<file path="src/ofi_pkg.sv">
// package for the oscillator-fail flag and shared interrupt pin block
// assumes a single 100 MHz clock and an AHB-Lite register slave
package ofi_pkg;
    // ==========================================================
    // register byte addresses (printed offsets are byte aligned)
    localparam logic [7:0] OFI_ADDR_CAL   = 8'h08; // pin level, freq test
    localparam logic [7:0] OFI_ADDR_WDOG  = 8'h09; // osc-fail irq enable
    localparam logic [7:0] OFI_ADDR_ALM   = 8'h0a; // alarm1 en, backup en
    localparam logic [7:0] OFI_ADDR_FLAGS = 8'h0f; // flags
    localparam logic [7:0] OFI_ADDR_CTRL  = 8'h20; // halt, timer en, wdog en, century
    localparam logic [7:0] OFI_ADDR_STAT  = 8'h24; // pin state, sources
    // ==========================================================
    // field positions
    localparam int OFI_CAL_OUT    = 7; // pin-level bit
    localparam int OFI_CAL_FT     = 6; // frequency test enable
    localparam int OFI_WD_OSC_FAIL_IRQ_EN    = 7; // osc-fail irq enable
    localparam int OFI_ALM_ALARM1_IRQ_EN   = 7; // alarm 1 irq enable
    localparam int OFI_ALM_SQUARE_WAVE_EN   = 6; // square wave enable
    localparam int OFI_ALM_ABE    = 5; // irq enable in backup
    localparam int OFI_FLG_WDF    = 7; // watchdog flag
    localparam int OFI_FLG_AF     = 6; // alarm 1 flag
    localparam int OFI_FLG_OF     = 2; // osc-fail flag
    localparam int OFI_FLG_TF     = 0; // timer flag
    localparam int OFI_CTL_HALT   = 0; // oscillator halt kick
    localparam int OFI_CTL_TIE    = 1; // timer irq enable
    localparam int OFI_CTL_WDEN   = 2; // watchdog running
    localparam int OFI_CTL_CENT   = 4; // century bits 5:4
    // ==========================================================
    // timing
    localparam int OFI_CLK_HZ     = 100_000_000;
    localparam int OFI_FT_HZ      = 512;
    localparam int OFI_FT_HALF    = OFI_CLK_HZ / (2 * OFI_FT_HZ);
    // ==========================================================
    // pin source select
    typedef enum logic [2:0] {
        OFI_PIN_LOW   = 3'b000,
        OFI_PIN_HIGH  = 3'b001,
        OFI_PIN_FT    = 3'b010,
        OFI_PIN_IRQ   = 3'b011
    } ofi_pin_e;
    // event inputs from the neighbouring blocks
    typedef struct packed {
        logic osc_stop;   // oscillator stopped
        logic timer_evt;  // timer reload
        logic alarm1_evt; // alarm 1 match
        logic wdog_evt;   // watchdog timeout
    } ofi_evt_s;
endpackage

</file>
<file path="src/ofi_irq_out.sv">
// oscillator-fail flag, interrupt combine and shared open-drain pin
// assumes event inputs are synchronous pulses/levels on ref_clk_i
`timescale 1ns/1ps
// Overview of operation
// - oscillator stop sets osc-fail flag
// - halt kick bit also sets flag
// - first power-up flag comes up set
// - flag sticky until written zero
// - detection works in backup mode
// - enabled flag asserts pin until cleared
// - enable clear drops, re-set reasserts pin
// - four sources ORed into primary request
// - freq test puts 512 Hz on pin
// - backup disables timer and watchdog sources
// - main supply: level 0, ft 0 gives 0
// - main supply: ft gives 512 Hz cases
// - main supply: level 1 with irqs follows irq
// - main supply: level 1, ft 0, nothing enabled is 1
// - backup: backup enable 0 gives 1
// - backup: level 0 gives 0, level 1 nothing enabled 1
// - backup irq needs level, backup en, enables
// - level bit7, ft bit6 of 08h
// - backup en, alarm en 0Ah; osc_fail_irq_en 09h
// - first and later power-up defaults
// - flags read clears timer flag
module ofi_irq_out
    import ofi_pkg::*;
(
    // clock and reset
    input  wire logic            ref_clk_i,
    input  wire logic            rst_n_i,
    // power state
    input  wire logic            first_pwrup_i,   // no battery history
    input  wire logic            backup_mode_i,   // running on battery
    input  wire ofi_pkg::ofi_evt_s evt_i,         // source events
    // ahb-lite slave
    input  wire logic            hsel_i,
    input  wire logic [31:0]     haddr_i,
    input  wire logic [1:0]      htrans_i,
    input  wire logic            hwrite_i,
    input  wire logic [2:0]      hsize_i,
    input  wire logic [31:0]     hwdata_i,
    input  wire logic            hready_i,
    output logic      [31:0]     hrdata_o,
    output logic                 hreadyout_o,
    output logic                 hresp_o,
    // shared open-drain pin
    input  wire logic            shared_irq_pin_i,
    output logic                 shared_irq_pin_o,
    output logic                 shared_irq_pin_oe_o
);
    import ofi_pkg::*;

    // ==========================================================
    // register state
    logic       out_level_q;    // pin-level bit
    logic       freq_test_en_q;
    logic       osc_fail_irq_en_q;
    logic       alarm1_irq_en_q;
    logic       square_wave_en_q;
    logic       backup_irq_en_q;
    logic       timer_irq_en_q;
    logic       wdog_en_q;
    logic       osc_halt_kick_q;
    logic [1:0] century_q;      // century_count_hi/lo
    logic       osc_fail_flag_q;
    logic       timer_flag_q;
    logic       alarm1_flag_q;
    logic       wdog_flag_q;
    logic       init_done_q;    // power-up defaults applied
    logic       pin_q;          // pin level registered
    // bus data-phase capture
    logic       dp_wr_q;
    logic       dp_rd_q;
    logic [7:0] dp_addr_q;
    logic       pin_s1_q;
    logic       pin_s2_q;       // synchronised pin readback

    // ==========================================================
    // ahb-lite address phase, zero wait states
    wire addr_ok = hsel_i && hready_i && htrans_i[1];
    wire [31:0] wd = hwdata_i;
    wire wr_en = dp_wr_q;
    wire rd_flags = dp_rd_q && (dp_addr_q == OFI_ADDR_FLAGS);

    // address/data-phase pipeline
    always_ff @(posedge ref_clk_i or negedge rst_n_i)
    begin
        if (!rst_n_i)
        begin
            dp_wr_q   <= 1'b0;
            dp_rd_q   <= 1'b0;
            dp_addr_q <= 8'h00;
        end
        else if (hready_i)
        begin
            dp_wr_q   <= addr_ok && hwrite_i;
            dp_rd_q   <= addr_ok && !hwrite_i;
            dp_addr_q <= haddr_i[7:0];
        end
    end

    // always ready, always okay
    assign hreadyout_o = 1'b1;
    assign hresp_o     = 1'b0;

    // ==========================================================
    // pin readback synchroniser
    always_ff @(posedge ref_clk_i or negedge rst_n_i)
    begin
        if (!rst_n_i)
        begin
            pin_s1_q <= 1'b1;
            pin_s2_q <= 1'b1;
        end
        else
        begin
            pin_s1_q <= shared_irq_pin_i;
            pin_s2_q <= pin_s1_q;
        end
    end

    // ==========================================================
    // power-up sequencing and the bits every power-up clears
    always_ff @(posedge ref_clk_i or negedge rst_n_i)
    begin
        if (!rst_n_i)
        begin
            // freq test and watchdog clear each time
            init_done_q    <= 1'b0;
            freq_test_en_q <= 1'b0;
            wdog_en_q      <= 1'b0;
        end
        else if (!init_done_q)
            init_done_q <= 1'b1;
        else if (wr_en && (dp_addr_q == OFI_ADDR_CAL))
            freq_test_en_q <= wd[OFI_CAL_FT];
        else if (wr_en && (dp_addr_q == OFI_ADDR_CTRL))
            wdog_en_q <= wd[OFI_CTL_WDEN];
    end

    // battery-backed bits: no reset, so a later power-up keeps them
    always_ff @(posedge ref_clk_i)
    begin
        if (!init_done_q)
        begin
            // defaults only on the first power-up
            if (first_pwrup_i)
            begin
                out_level_q       <= 1'b1;
                osc_fail_irq_en_q <= 1'b0;
                alarm1_irq_en_q   <= 1'b0;
                square_wave_en_q  <= 1'b1;
                backup_irq_en_q   <= 1'b0;
                timer_irq_en_q    <= 1'b0;
                osc_halt_kick_q   <= 1'b0;
                century_q         <= 2'b00;
            end
        end
        else if (wr_en)
        begin
            case (dp_addr_q)
                OFI_ADDR_CAL:
                    out_level_q <= wd[OFI_CAL_OUT];
                OFI_ADDR_WDOG:
                    osc_fail_irq_en_q <= wd[OFI_WD_OSC_FAIL_IRQ_EN];
                OFI_ADDR_ALM:
                begin
                    alarm1_irq_en_q  <= wd[OFI_ALM_ALARM1_IRQ_EN];
                    square_wave_en_q <= wd[OFI_ALM_SQUARE_WAVE_EN];
                    backup_irq_en_q  <= wd[OFI_ALM_ABE];
                end
                OFI_ADDR_CTRL:
                begin
                    osc_halt_kick_q <= wd[OFI_CTL_HALT];
                    timer_irq_en_q  <= wd[OFI_CTL_TIE];
                    century_q       <= wd[OFI_CTL_CENT+1:OFI_CTL_CENT];
                end
                default:
                    ; // other addresses hold state
            endcase
        end
    end

    // ==========================================================
    // oscillator-fail flag: set beats clear
    wire wr_flags = wr_en && (dp_addr_q == OFI_ADDR_FLAGS);
    always_ff @(posedge ref_clk_i or negedge rst_n_i)
    begin
        if (!rst_n_i)
            osc_fail_flag_q <= 1'b1;
        else if (evt_i.osc_stop || osc_halt_kick_q)
            osc_fail_flag_q <= 1'b1;
        else if (wr_flags && !wd[OFI_FLG_OF])
            osc_fail_flag_q <= 1'b0;
    end

    // ==========================================================
    // other source flags; timer and watchdog idle in backup
    // backup gates timer and watchdog events
    wire tmr_set = evt_i.timer_evt && !backup_mode_i;
    wire wd_set  = evt_i.wdog_evt && wdog_en_q && !backup_mode_i;
    always_ff @(posedge ref_clk_i or negedge rst_n_i)
    begin
        if (!rst_n_i)
        begin
            timer_flag_q  <= 1'b0;
            alarm1_flag_q <= 1'b0;
            wdog_flag_q   <= 1'b0;
        end
        else
        begin
            if (tmr_set)
                timer_flag_q <= 1'b1;
            else if (rd_flags)
                timer_flag_q <= 1'b0;
            if (evt_i.alarm1_evt)
                alarm1_flag_q <= 1'b1;
            else if (wr_flags && !wd[OFI_FLG_AF])
                alarm1_flag_q <= 1'b0;
            if (wd_set)
                wdog_flag_q <= 1'b1;
            else if (wr_flags && !wd[OFI_FLG_WDF])
                wdog_flag_q <= 1'b0;
        end
    end

    // ==========================================================
    // primary request and enable summary
    // level OR of enabled flags
    wire irq_vcc = (osc_fail_flag_q && osc_fail_irq_en_q) ||
                   (alarm1_flag_q && alarm1_irq_en_q) ||
                   (timer_flag_q && timer_irq_en_q) ||
                   (wdog_flag_q && wdog_en_q);
    // only alarm 1 and osc-fail in backup
    wire irq_bak = (osc_fail_flag_q && osc_fail_irq_en_q) ||
                   (alarm1_flag_q && alarm1_irq_en_q);
    wire any_en_vcc = alarm1_irq_en_q || osc_fail_irq_en_q ||
                      timer_irq_en_q || wdog_en_q;
    wire any_en_bak = alarm1_irq_en_q || osc_fail_irq_en_q;

    // ==========================================================
    // 512 Hz frequency-test divider
    localparam int FTW = $clog2(OFI_FT_HALF);
    localparam logic [FTW-1:0] FT_LAST = FTW'(OFI_FT_HALF - 1);
    logic [FTW-1:0] ft_cnt_q;
    logic           ft_wave_q;
    always_ff @(posedge ref_clk_i or negedge rst_n_i)
    begin
        if (!rst_n_i)
        begin
            ft_cnt_q  <= '0;
            ft_wave_q <= 1'b0;
        end
        else if (ft_cnt_q == FT_LAST)
        begin
            ft_cnt_q  <= '0;
            ft_wave_q <= !ft_wave_q;
        end
        else
            ft_cnt_q <= ft_cnt_q + 1'b1;
    end

    // ==========================================================
    // pin source selection
    ofi_pin_e sel;
    always_comb
    begin
        sel = OFI_PIN_HIGH;
        if (backup_mode_i)
        begin
            if (!backup_irq_en_q)
                sel = OFI_PIN_HIGH;
            else if (!out_level_q)
                sel = OFI_PIN_LOW;
            else if (any_en_bak)
                sel = OFI_PIN_IRQ;
            else
                sel = OFI_PIN_HIGH;
        end
        else
        begin
            if (!out_level_q && !freq_test_en_q)
                sel = OFI_PIN_LOW;
            else if (freq_test_en_q && (!out_level_q || !any_en_vcc))
                sel = OFI_PIN_FT;
            else if (any_en_vcc)
                sel = OFI_PIN_IRQ;
            else
                sel = OFI_PIN_HIGH;
        end
    end

    // registered pin level
    always_ff @(posedge ref_clk_i or negedge rst_n_i)
    begin
        if (!rst_n_i)
            pin_q <= 1'b1;
        else
        begin
            case (sel)
                OFI_PIN_LOW:  pin_q <= 1'b0;
                OFI_PIN_FT:   pin_q <= ft_wave_q;
                OFI_PIN_IRQ:  pin_q <= backup_mode_i ? !irq_bak : !irq_vcc;
                default:      pin_q <= 1'b1;
            endcase
        end
    end

    // open drain: drive only the low level
    assign shared_irq_pin_o    = 1'b0;
    assign shared_irq_pin_oe_o = !pin_q;

    // ==========================================================
    // read data mux
    always_comb
    begin
        hrdata_o = 32'h0000_0000;
        if (dp_rd_q)
        begin
            case (dp_addr_q)
                OFI_ADDR_CAL:
                begin
                    hrdata_o[OFI_CAL_OUT] = out_level_q;
                    hrdata_o[OFI_CAL_FT]  = freq_test_en_q;
                end
                OFI_ADDR_WDOG:
                    hrdata_o[OFI_WD_OSC_FAIL_IRQ_EN] = osc_fail_irq_en_q;
                OFI_ADDR_ALM:
                begin
                    hrdata_o[OFI_ALM_ALARM1_IRQ_EN] = alarm1_irq_en_q;
                    hrdata_o[OFI_ALM_SQUARE_WAVE_EN] = square_wave_en_q;
                    hrdata_o[OFI_ALM_ABE]  = backup_irq_en_q;
                end
                OFI_ADDR_FLAGS:
                begin
                    hrdata_o[OFI_FLG_WDF] = wdog_flag_q;
                    hrdata_o[OFI_FLG_AF]  = alarm1_flag_q;
                    hrdata_o[OFI_FLG_OF]  = osc_fail_flag_q;
                    hrdata_o[OFI_FLG_TF]  = timer_flag_q;
                end
                OFI_ADDR_CTRL:
                begin
                    hrdata_o[OFI_CTL_HALT] = osc_halt_kick_q;
                    hrdata_o[OFI_CTL_TIE]  = timer_irq_en_q;
                    hrdata_o[OFI_CTL_WDEN] = wdog_en_q;
                    hrdata_o[OFI_CTL_CENT+1:OFI_CTL_CENT] = century_q;
                end
                OFI_ADDR_STAT:
                begin
                    hrdata_o[0] = pin_s2_q;
                    hrdata_o[1] = irq_vcc;
                    hrdata_o[2] = irq_bak;
                end
                default:
                    hrdata_o = 32'h0000_0000;
            endcase
        end
    end

    // ==========================================================
    // checks
    // flag holds across a flags read
    a_flag_read_keeps: assert property (@(posedge ref_clk_i)
        disable iff (!rst_n_i)
        (osc_fail_flag_q && !wr_flags) |=> osc_fail_flag_q)
        else $error("osc-fail flag dropped without write");
    a_halt_sets_flag: assert property (@(posedge ref_clk_i)
        disable iff (!rst_n_i)
        osc_halt_kick_q |=> osc_fail_flag_q)
        else $error("halt kick did not set flag");
    a_vcc_level_low: assert property (@(posedge ref_clk_i)
        disable iff (!rst_n_i)
        (!backup_mode_i && !out_level_q && !freq_test_en_q)
        |=> !pin_q)
        else $error("pin not low for level zero");
    a_bak_release: assert property (@(posedge ref_clk_i)
        disable iff (!rst_n_i)
        (backup_mode_i && !backup_irq_en_q) |=> pin_q)
        else $error("pin low in backup without enable");
    a_osc_fail_irq_en_assert: assert property (@(posedge ref_clk_i)
        disable iff (!rst_n_i)
        (!backup_mode_i && out_level_q && !freq_test_en_q &&
         osc_fail_flag_q && osc_fail_irq_en_q) |=> !pin_q)
        else $error("osc-fail irq not on pin");
    a_tf_read_clr: assert property (@(posedge ref_clk_i)
        disable iff (!rst_n_i)
        (rd_flags && !tmr_set) |=> !timer_flag_q)
        else $error("timer flag survived read");
    a_bak_no_wdog: assert property (@(posedge ref_clk_i)
        disable iff (!rst_n_i)
        (backup_mode_i && !wdog_flag_q && !wr_en) |=> !wdog_flag_q)
        else $error("watchdog flag set in backup");
    a_vcc_idle_high: assert property (@(posedge ref_clk_i)
        disable iff (!rst_n_i)
        (!backup_mode_i && out_level_q && !freq_test_en_q &&
         !any_en_vcc) |=> pin_q)
        else $error("pin low with nothing enabled");
endmodule

</file>
<file path="config.mk">
export PLATFORM = sky130hd
export DESIGN_NAME = ofi_irq_out
export DESIGN_NICKNAME = d
export VERILOG_FILES = /design/src/ofi_pkg.sv /design/src/ofi_irq_out.sv
export SDC_FILE = /design/constraint.sdc
export NUM_CORES = 1
export LEC_CHECK = 0
export BUFFER_PORTS_ARGS = -buffer_cell sky130_fd_sc_hd__buf_2
export CAP_MARGIN = 20
export CORE_MARGIN = 2
export CORE_UTILIZATION = 45
export DETAILED_ROUTE_END_ITERATION = 6
export GPL_TIMING_DRIVEN = 1
export PLACE_DENSITY = 0.86
export SLEW_MARGIN = 30
export SYNTH_ARGS = -nofsm -noshare
export SYNTH_HDL_FRONTEND = slang
export SYNTH_SLANG_ARGS = --single-unit
</file>
<file path="constraint.sdc">
create_clock -name ref_clk_i -period 4.22 [get_ports ref_clk_i]
set_clock_uncertainty 0.1 [all_clocks]
set_input_delay 0.844 -clock ref_clk_i [delete_from_list [all_inputs] [get_ports ref_clk_i]]
set_output_delay 0.844 -clock ref_clk_i [all_outputs]
set_load 0.01 [all_outputs]
</file>
### Yosys cells after proc, flatten, opt, wreduce, memory -nomap -nowiden

Index checks and enable logic that the tools add are counted.

| cells by class | value |
|---|---|
| add/sub/neg operators | 1 |
| eq/ne operators | 14 |
| multiplexer cells | 53 |
| bitwise operators | 1 |
| reductions and logical operators | 52 |

Operator list:

| cell | number |
|---|---|
| 1-bit two-way mux | 33 |
| 8-bit by 4-bit equality test with 1-bit output (second input constant) | 4 |
| 1-bit logical AND | 20 |
| 2-bit two-way mux | 10 |
| 17-bit by 1-bit adder with 17-bit output (second input constant) | 1 |
| 17-bit equality test (second input constant) | 1 |
| 17-bit two-way mux | 1 |
| 8-bit by 6-bit equality test with 1-bit output (second input constant) | 2 |
| 3-bit AND reduction | 5 |
| 1-bit logical NOT | 12 |
| 1-bit case mux with 3 select lines | 4 |
| 2-bit by 1-bit != test with 1-bit output (second input constant) | 5 |
| 2-bit nonzero test | 5 |
| 1-bit logical OR | 8 |
| 8-bit two-way mux | 1 |
| 3-bit by 2-bit equality test with 1-bit output (second input constant) | 2 |
| 1-bit case mux with 2 select lines | 2 |
| 1-bit case mux with 4 select lines | 1 |
| 3-bit logical NOT | 1 |
| 3-bit two-way mux | 1 |
| 2-bit AND reduction | 1 |
| 1-bit NOT | 1 |

| storage, ports and cells | value |
|---|---|
| register bits | 47 |
| input port bits | 81 |
| output and inout bits | 36 |
| word-level logic and storage cells | 144 |

### Depth between registers and ports, before layout

| logic depth | value |
|---|---|
| depth after elaboration | 11 |
| gate-level depth with buffers | 5 |
| mapped depth without buffers | 5 |

### Least setup slack after synthesis

Ideal clock, no wire load.

| timing | value |
|---|---|
| path kind | reg-to-output |
| from | register dp_addr_q[1] |
| to | output port hrdata_o[2] |
| arrival | 1.484 ns |
| data required time | 3.276 ns |
| path slack | 1.792 ns |
| cell stages (with the launch flop) | 6 |
| buffers on the path | 1 |
| path through | dfrtp_1 -> buf_4 -> or3b_4 -> nor3_1 -> o211ai_1 -> a21oi_1 |

| on the way | value |
|---|---|
| longest elaborated chain between the ends | 3 |
| elaborated cells on any way between the ends | 5 |
| those cells by class | 3 x eq/ne; 2 x mux |

RTL lines:

| what | line | RTL |
|---|---|---|
| start: declaration | ofi_irq_out.sv:75 | `logic [7:0] dp_addr_q;` |
| start signal: assignment | ofi_irq_out.sv:99 | `dp_addr_q <= haddr_i[7:0];` |
| 8-bit by 6-bit equality test with 1-bit output / 8-bit by 4-bit equality test with 1-bit output (equally long branches) | ofi_irq_out.sv:321 | `case (dp_addr_q)` |
| 1-bit case mux with 3 select lines * | ofi_irq_out.sv:321 |  |
| 8-bit two-way mux * | ofi_irq_out.sv:319 | `if (dp_rd_q)` |
| end: declaration | ofi_irq_out.sv:44 | `output logic [31:0] hrdata_o,` |

Every way passes the cells marked *; elsewhere a longest branch is shown, timed or not.

### Worst setup path in the final report

Same ends and word-level chain as after synthesis.

==> impl_metrics.tcl <==
set metrics [dict create \
    run_status "finished clean" \
    syn-instance-count 236 \
    row_count 27 \
    end_kind "output port" \
    synthFlopType "dfrtp_1" \
    p_leak_nw 1.21 \
    worst_slack_ns 1.16 \
    hold_class "flop to flop" \
    worst-setup-path-type "flop to output port" \
    clkSlewWorstSetupHoldPaths_ns 0.09 \
    synth_edf_count 9 \
    crit_start "dp_addr_q[1]" \
    pin_count 117 \
    yosysMostFrequentCell "dfrtp_1" \
    tns_ns 0 \
    cts.sinks 47 \
    num_vias 1769 \
    yosys.area.top_type "dfrtp_1" \
    cts_buffer_depth 2 \
    nets 354 \
    synth.area.mux_share_pct 4.90 \
    place.gp.congestion 0.832 \
    ys_top_cells_by_area "dfrtp_1 (34%), edfxtp_1 (11%), buf_4 (9.0%), dfstp_2 (4.2%), mux2_2 (4.1%)" \
    cts_root_buf "clkbuf_8" \
    area_growth_pct 10.1 \
    core_um2 5440 \
    synth_fa_ha_area_share_pct 0.500 \
    worstPathCellList "or3b_4, nor3_1, o211ai_1, a21oi_1, buf_2" \
    drtIter0Drc 100 \
    worst_pin_slew_ns 0.713 \
    period_needed_ns 3.06 \
    fmaxAchievable_mhz 327 \
    routed_via_density 5.13 \
    drc 0 \
    layout.filler_cells 481 \
    worstPathMaxFanout 10 \
    yosys_warnings 0 \
    post_cts_resized 0 \
    r2r_start "dp_addr_q[4]" \
    powerDensity_nw_per_um2 343 \
    dp_hpwl_um 3550 \
    drv_slew 0 \
    wire_per_inst_um 13.9 \
    setup_viol 0 \
    peakVddDrop_uv 139 \
    regArea_um2 1230 \
    synth_common_cells "dfrtp_1 (34), buf_4 (30), nor2_1 (22)" \
    drive_gt1_share_pct 22.7 \
    syn_avg_cell_area_um2 10.6 \
    synth_top_family_by_area "simple AND/OR/NAND/NOR gates" \
    gr-total-overflow 0 \
    htree_levels 2 \
    crit_required_ns 3.28 \
    multi_input_area_um2 1110 \
    period_share_pct 72.4 \
    antenna_found_initial 0 \
    grt_usage_pct 16.3 \
    crit_arrival_ns 2.11 \
    slowest_delay_ns 0.50 \
    min-delay-start "pin_s1_q" \
    largest_reg_flops 17 \
    wirelength_um 4790 \
    num_antenna_cells 0 \
    syn_area_um2 2500 \
    top_register "ft_cnt_q" \
    numCtsBuffers 5 \
    synth_xor_area_share_pct 5.25 \
    grt_pass1_vias 1692 \
    tritoncts "done" \
    ys_types 48 \
    maxCapViolations 0 \
    drt_pass1_iterations 4 \
    synth_compound_gate_area_share_pct 7.00 \
    yosysTopAreaCellShare_pct 34.0 \
    yosys.area_share.simple_pct 22.3 \
    io_buffers 35 \
    start_kind "flop" \
    synth-seq-cells 47 \
    rsz0062_at_grt "false" \
    start_util_pct 46.0 \
    ctsHoldBuffers 0 \
    grt_max_degree 39 \
    grt_first_pass_wirelength_um 7780 \
    r2r_slack_ns 1.91 \
    dieHeight_um 78.6 \
    post-place-ws_ns 1.53 \
    postCtsSetupBuffers 0 \
    die_w_um 78.6 \
    reg_top3 "ft_cnt_q: 17 flops, dp_addr_q: 8 flops, century_q: 2 flops" \
    critical-path-slowest-cell "dfrtp_1" \
    slew_headroom_pct 51.9 \
    async_flop_share_pct 80.9 \
    yosysSeqAreaShare_pct 49.0 \
    die_area_um2 6170 \
    ant_nets 0 \
    hold_violations 0 \
    clock_latency_ns 0.31 \
]
metrics by stage:
step	hold slack [ns]	power [mW]	utilization [%]	cell area, um^2	instances
after CTS	0.263	0.950	50.6	2750	345
after floorplan	0.245	0.577	-	2600	263
after detailed placement	0.252	0.589	48.3	2630	337
final	0.261	0.945	50.7	2760	345
after global routing	0.269	0.980	50.7	2760	345
after global placement	0.246	0.585	48.3	2630	337
kinds of logic (layout without fill, tap and decap cells):
family                     count (synthesis)  count (layout)
muxes                                     11              11
xor gates and xnor gates                  15              15
DFF                                       47              47
other                                      2              29
and+or+nand+nor                           96              96
adders and majority gates                  1               1
buffers and inverters                     40              50
AOI/OAI and AO/OA                         24              24
area by class of cell:
type | instances | share of cell area, %
sequential | 47 | 44.5
multi-input combinational | 176 | 40.2
timing repair buffer | 35 | 6.45
clock buffer | 7 | 3.54
tap | 72 | 3.27
clock inverter | 1 | 1.09
inverter | 7 | 0.954
critical path: cells and delay by family, from the launching register on:
family | cells | cell delay [ns]
buffers and inverters | 1 | 0.15
and+or+nand+nor | 2 | 0.83
AOI/OAI and AO/OA | 2 | 0.32
DFF | 1 | 0.50
placed cells by master, fill, tap and decap left out, types with 3 or more instances in the layout:
cell,Yosys,routed
dfrtp_1,34,34
buf_2,0,34
conb_1,2,29
nor2_1,22,22
nand2_1,18,18
xnor2_1,10,10
nand3_1,9,9
mux2_2,9,9
edfxtp_1,9,9
nor3_1,8,8
inv_1,7,7
nand4_1,6,6
xor2_1,5,5
nand2b_1,5,5
and2_1,5,5
clkbuf_8,0,5
nor4_1,4,4
o21ai_0,4,4
a22oi_1,4,4
a21oi_1,4,4
dfstp_2,4,4
a22o_1,3,3
nand3b_1,3,3
routing by layer:
| layer | vias up | part of all wire (%) | global-route usage, % | wire, um |
|---|---|---|---|---|
| li1 | 838 | - | - | - |
| met1 | 848 | 40 | 18.2 | 1900 |
| met2 | 70 | 51 | 28.5 | 2450 |
| met3 | 13 | 5.9 | 4.02 | 285 |
| met4 | 0 | 3.1 | 9.12 | 150 |
| met5 | - | 0 | 0 | 0 |
path summary, 6_finish.rpt:
check / to / depth (start not counted)
max in group asynchronous: pin_s1_q / 1
min: pin_s2_q / 0
min reg2reg: pin_s2_q / 0
max: hrdata_o[2] / 5
max reg2reg: alarm1_irq_en_q / 4
min in group asynchronous: ft_cnt_q[1] / 1
power by group:
part	total [mW]	switching [mW]	internal (mW)
clock network	0.365	0.152	0.213
logic	0.0801	0.0462	0.0339
registers	0.500	0.0198	0.480
total	0.945	0.218	0.727
(Power assumes the default switching activity.)
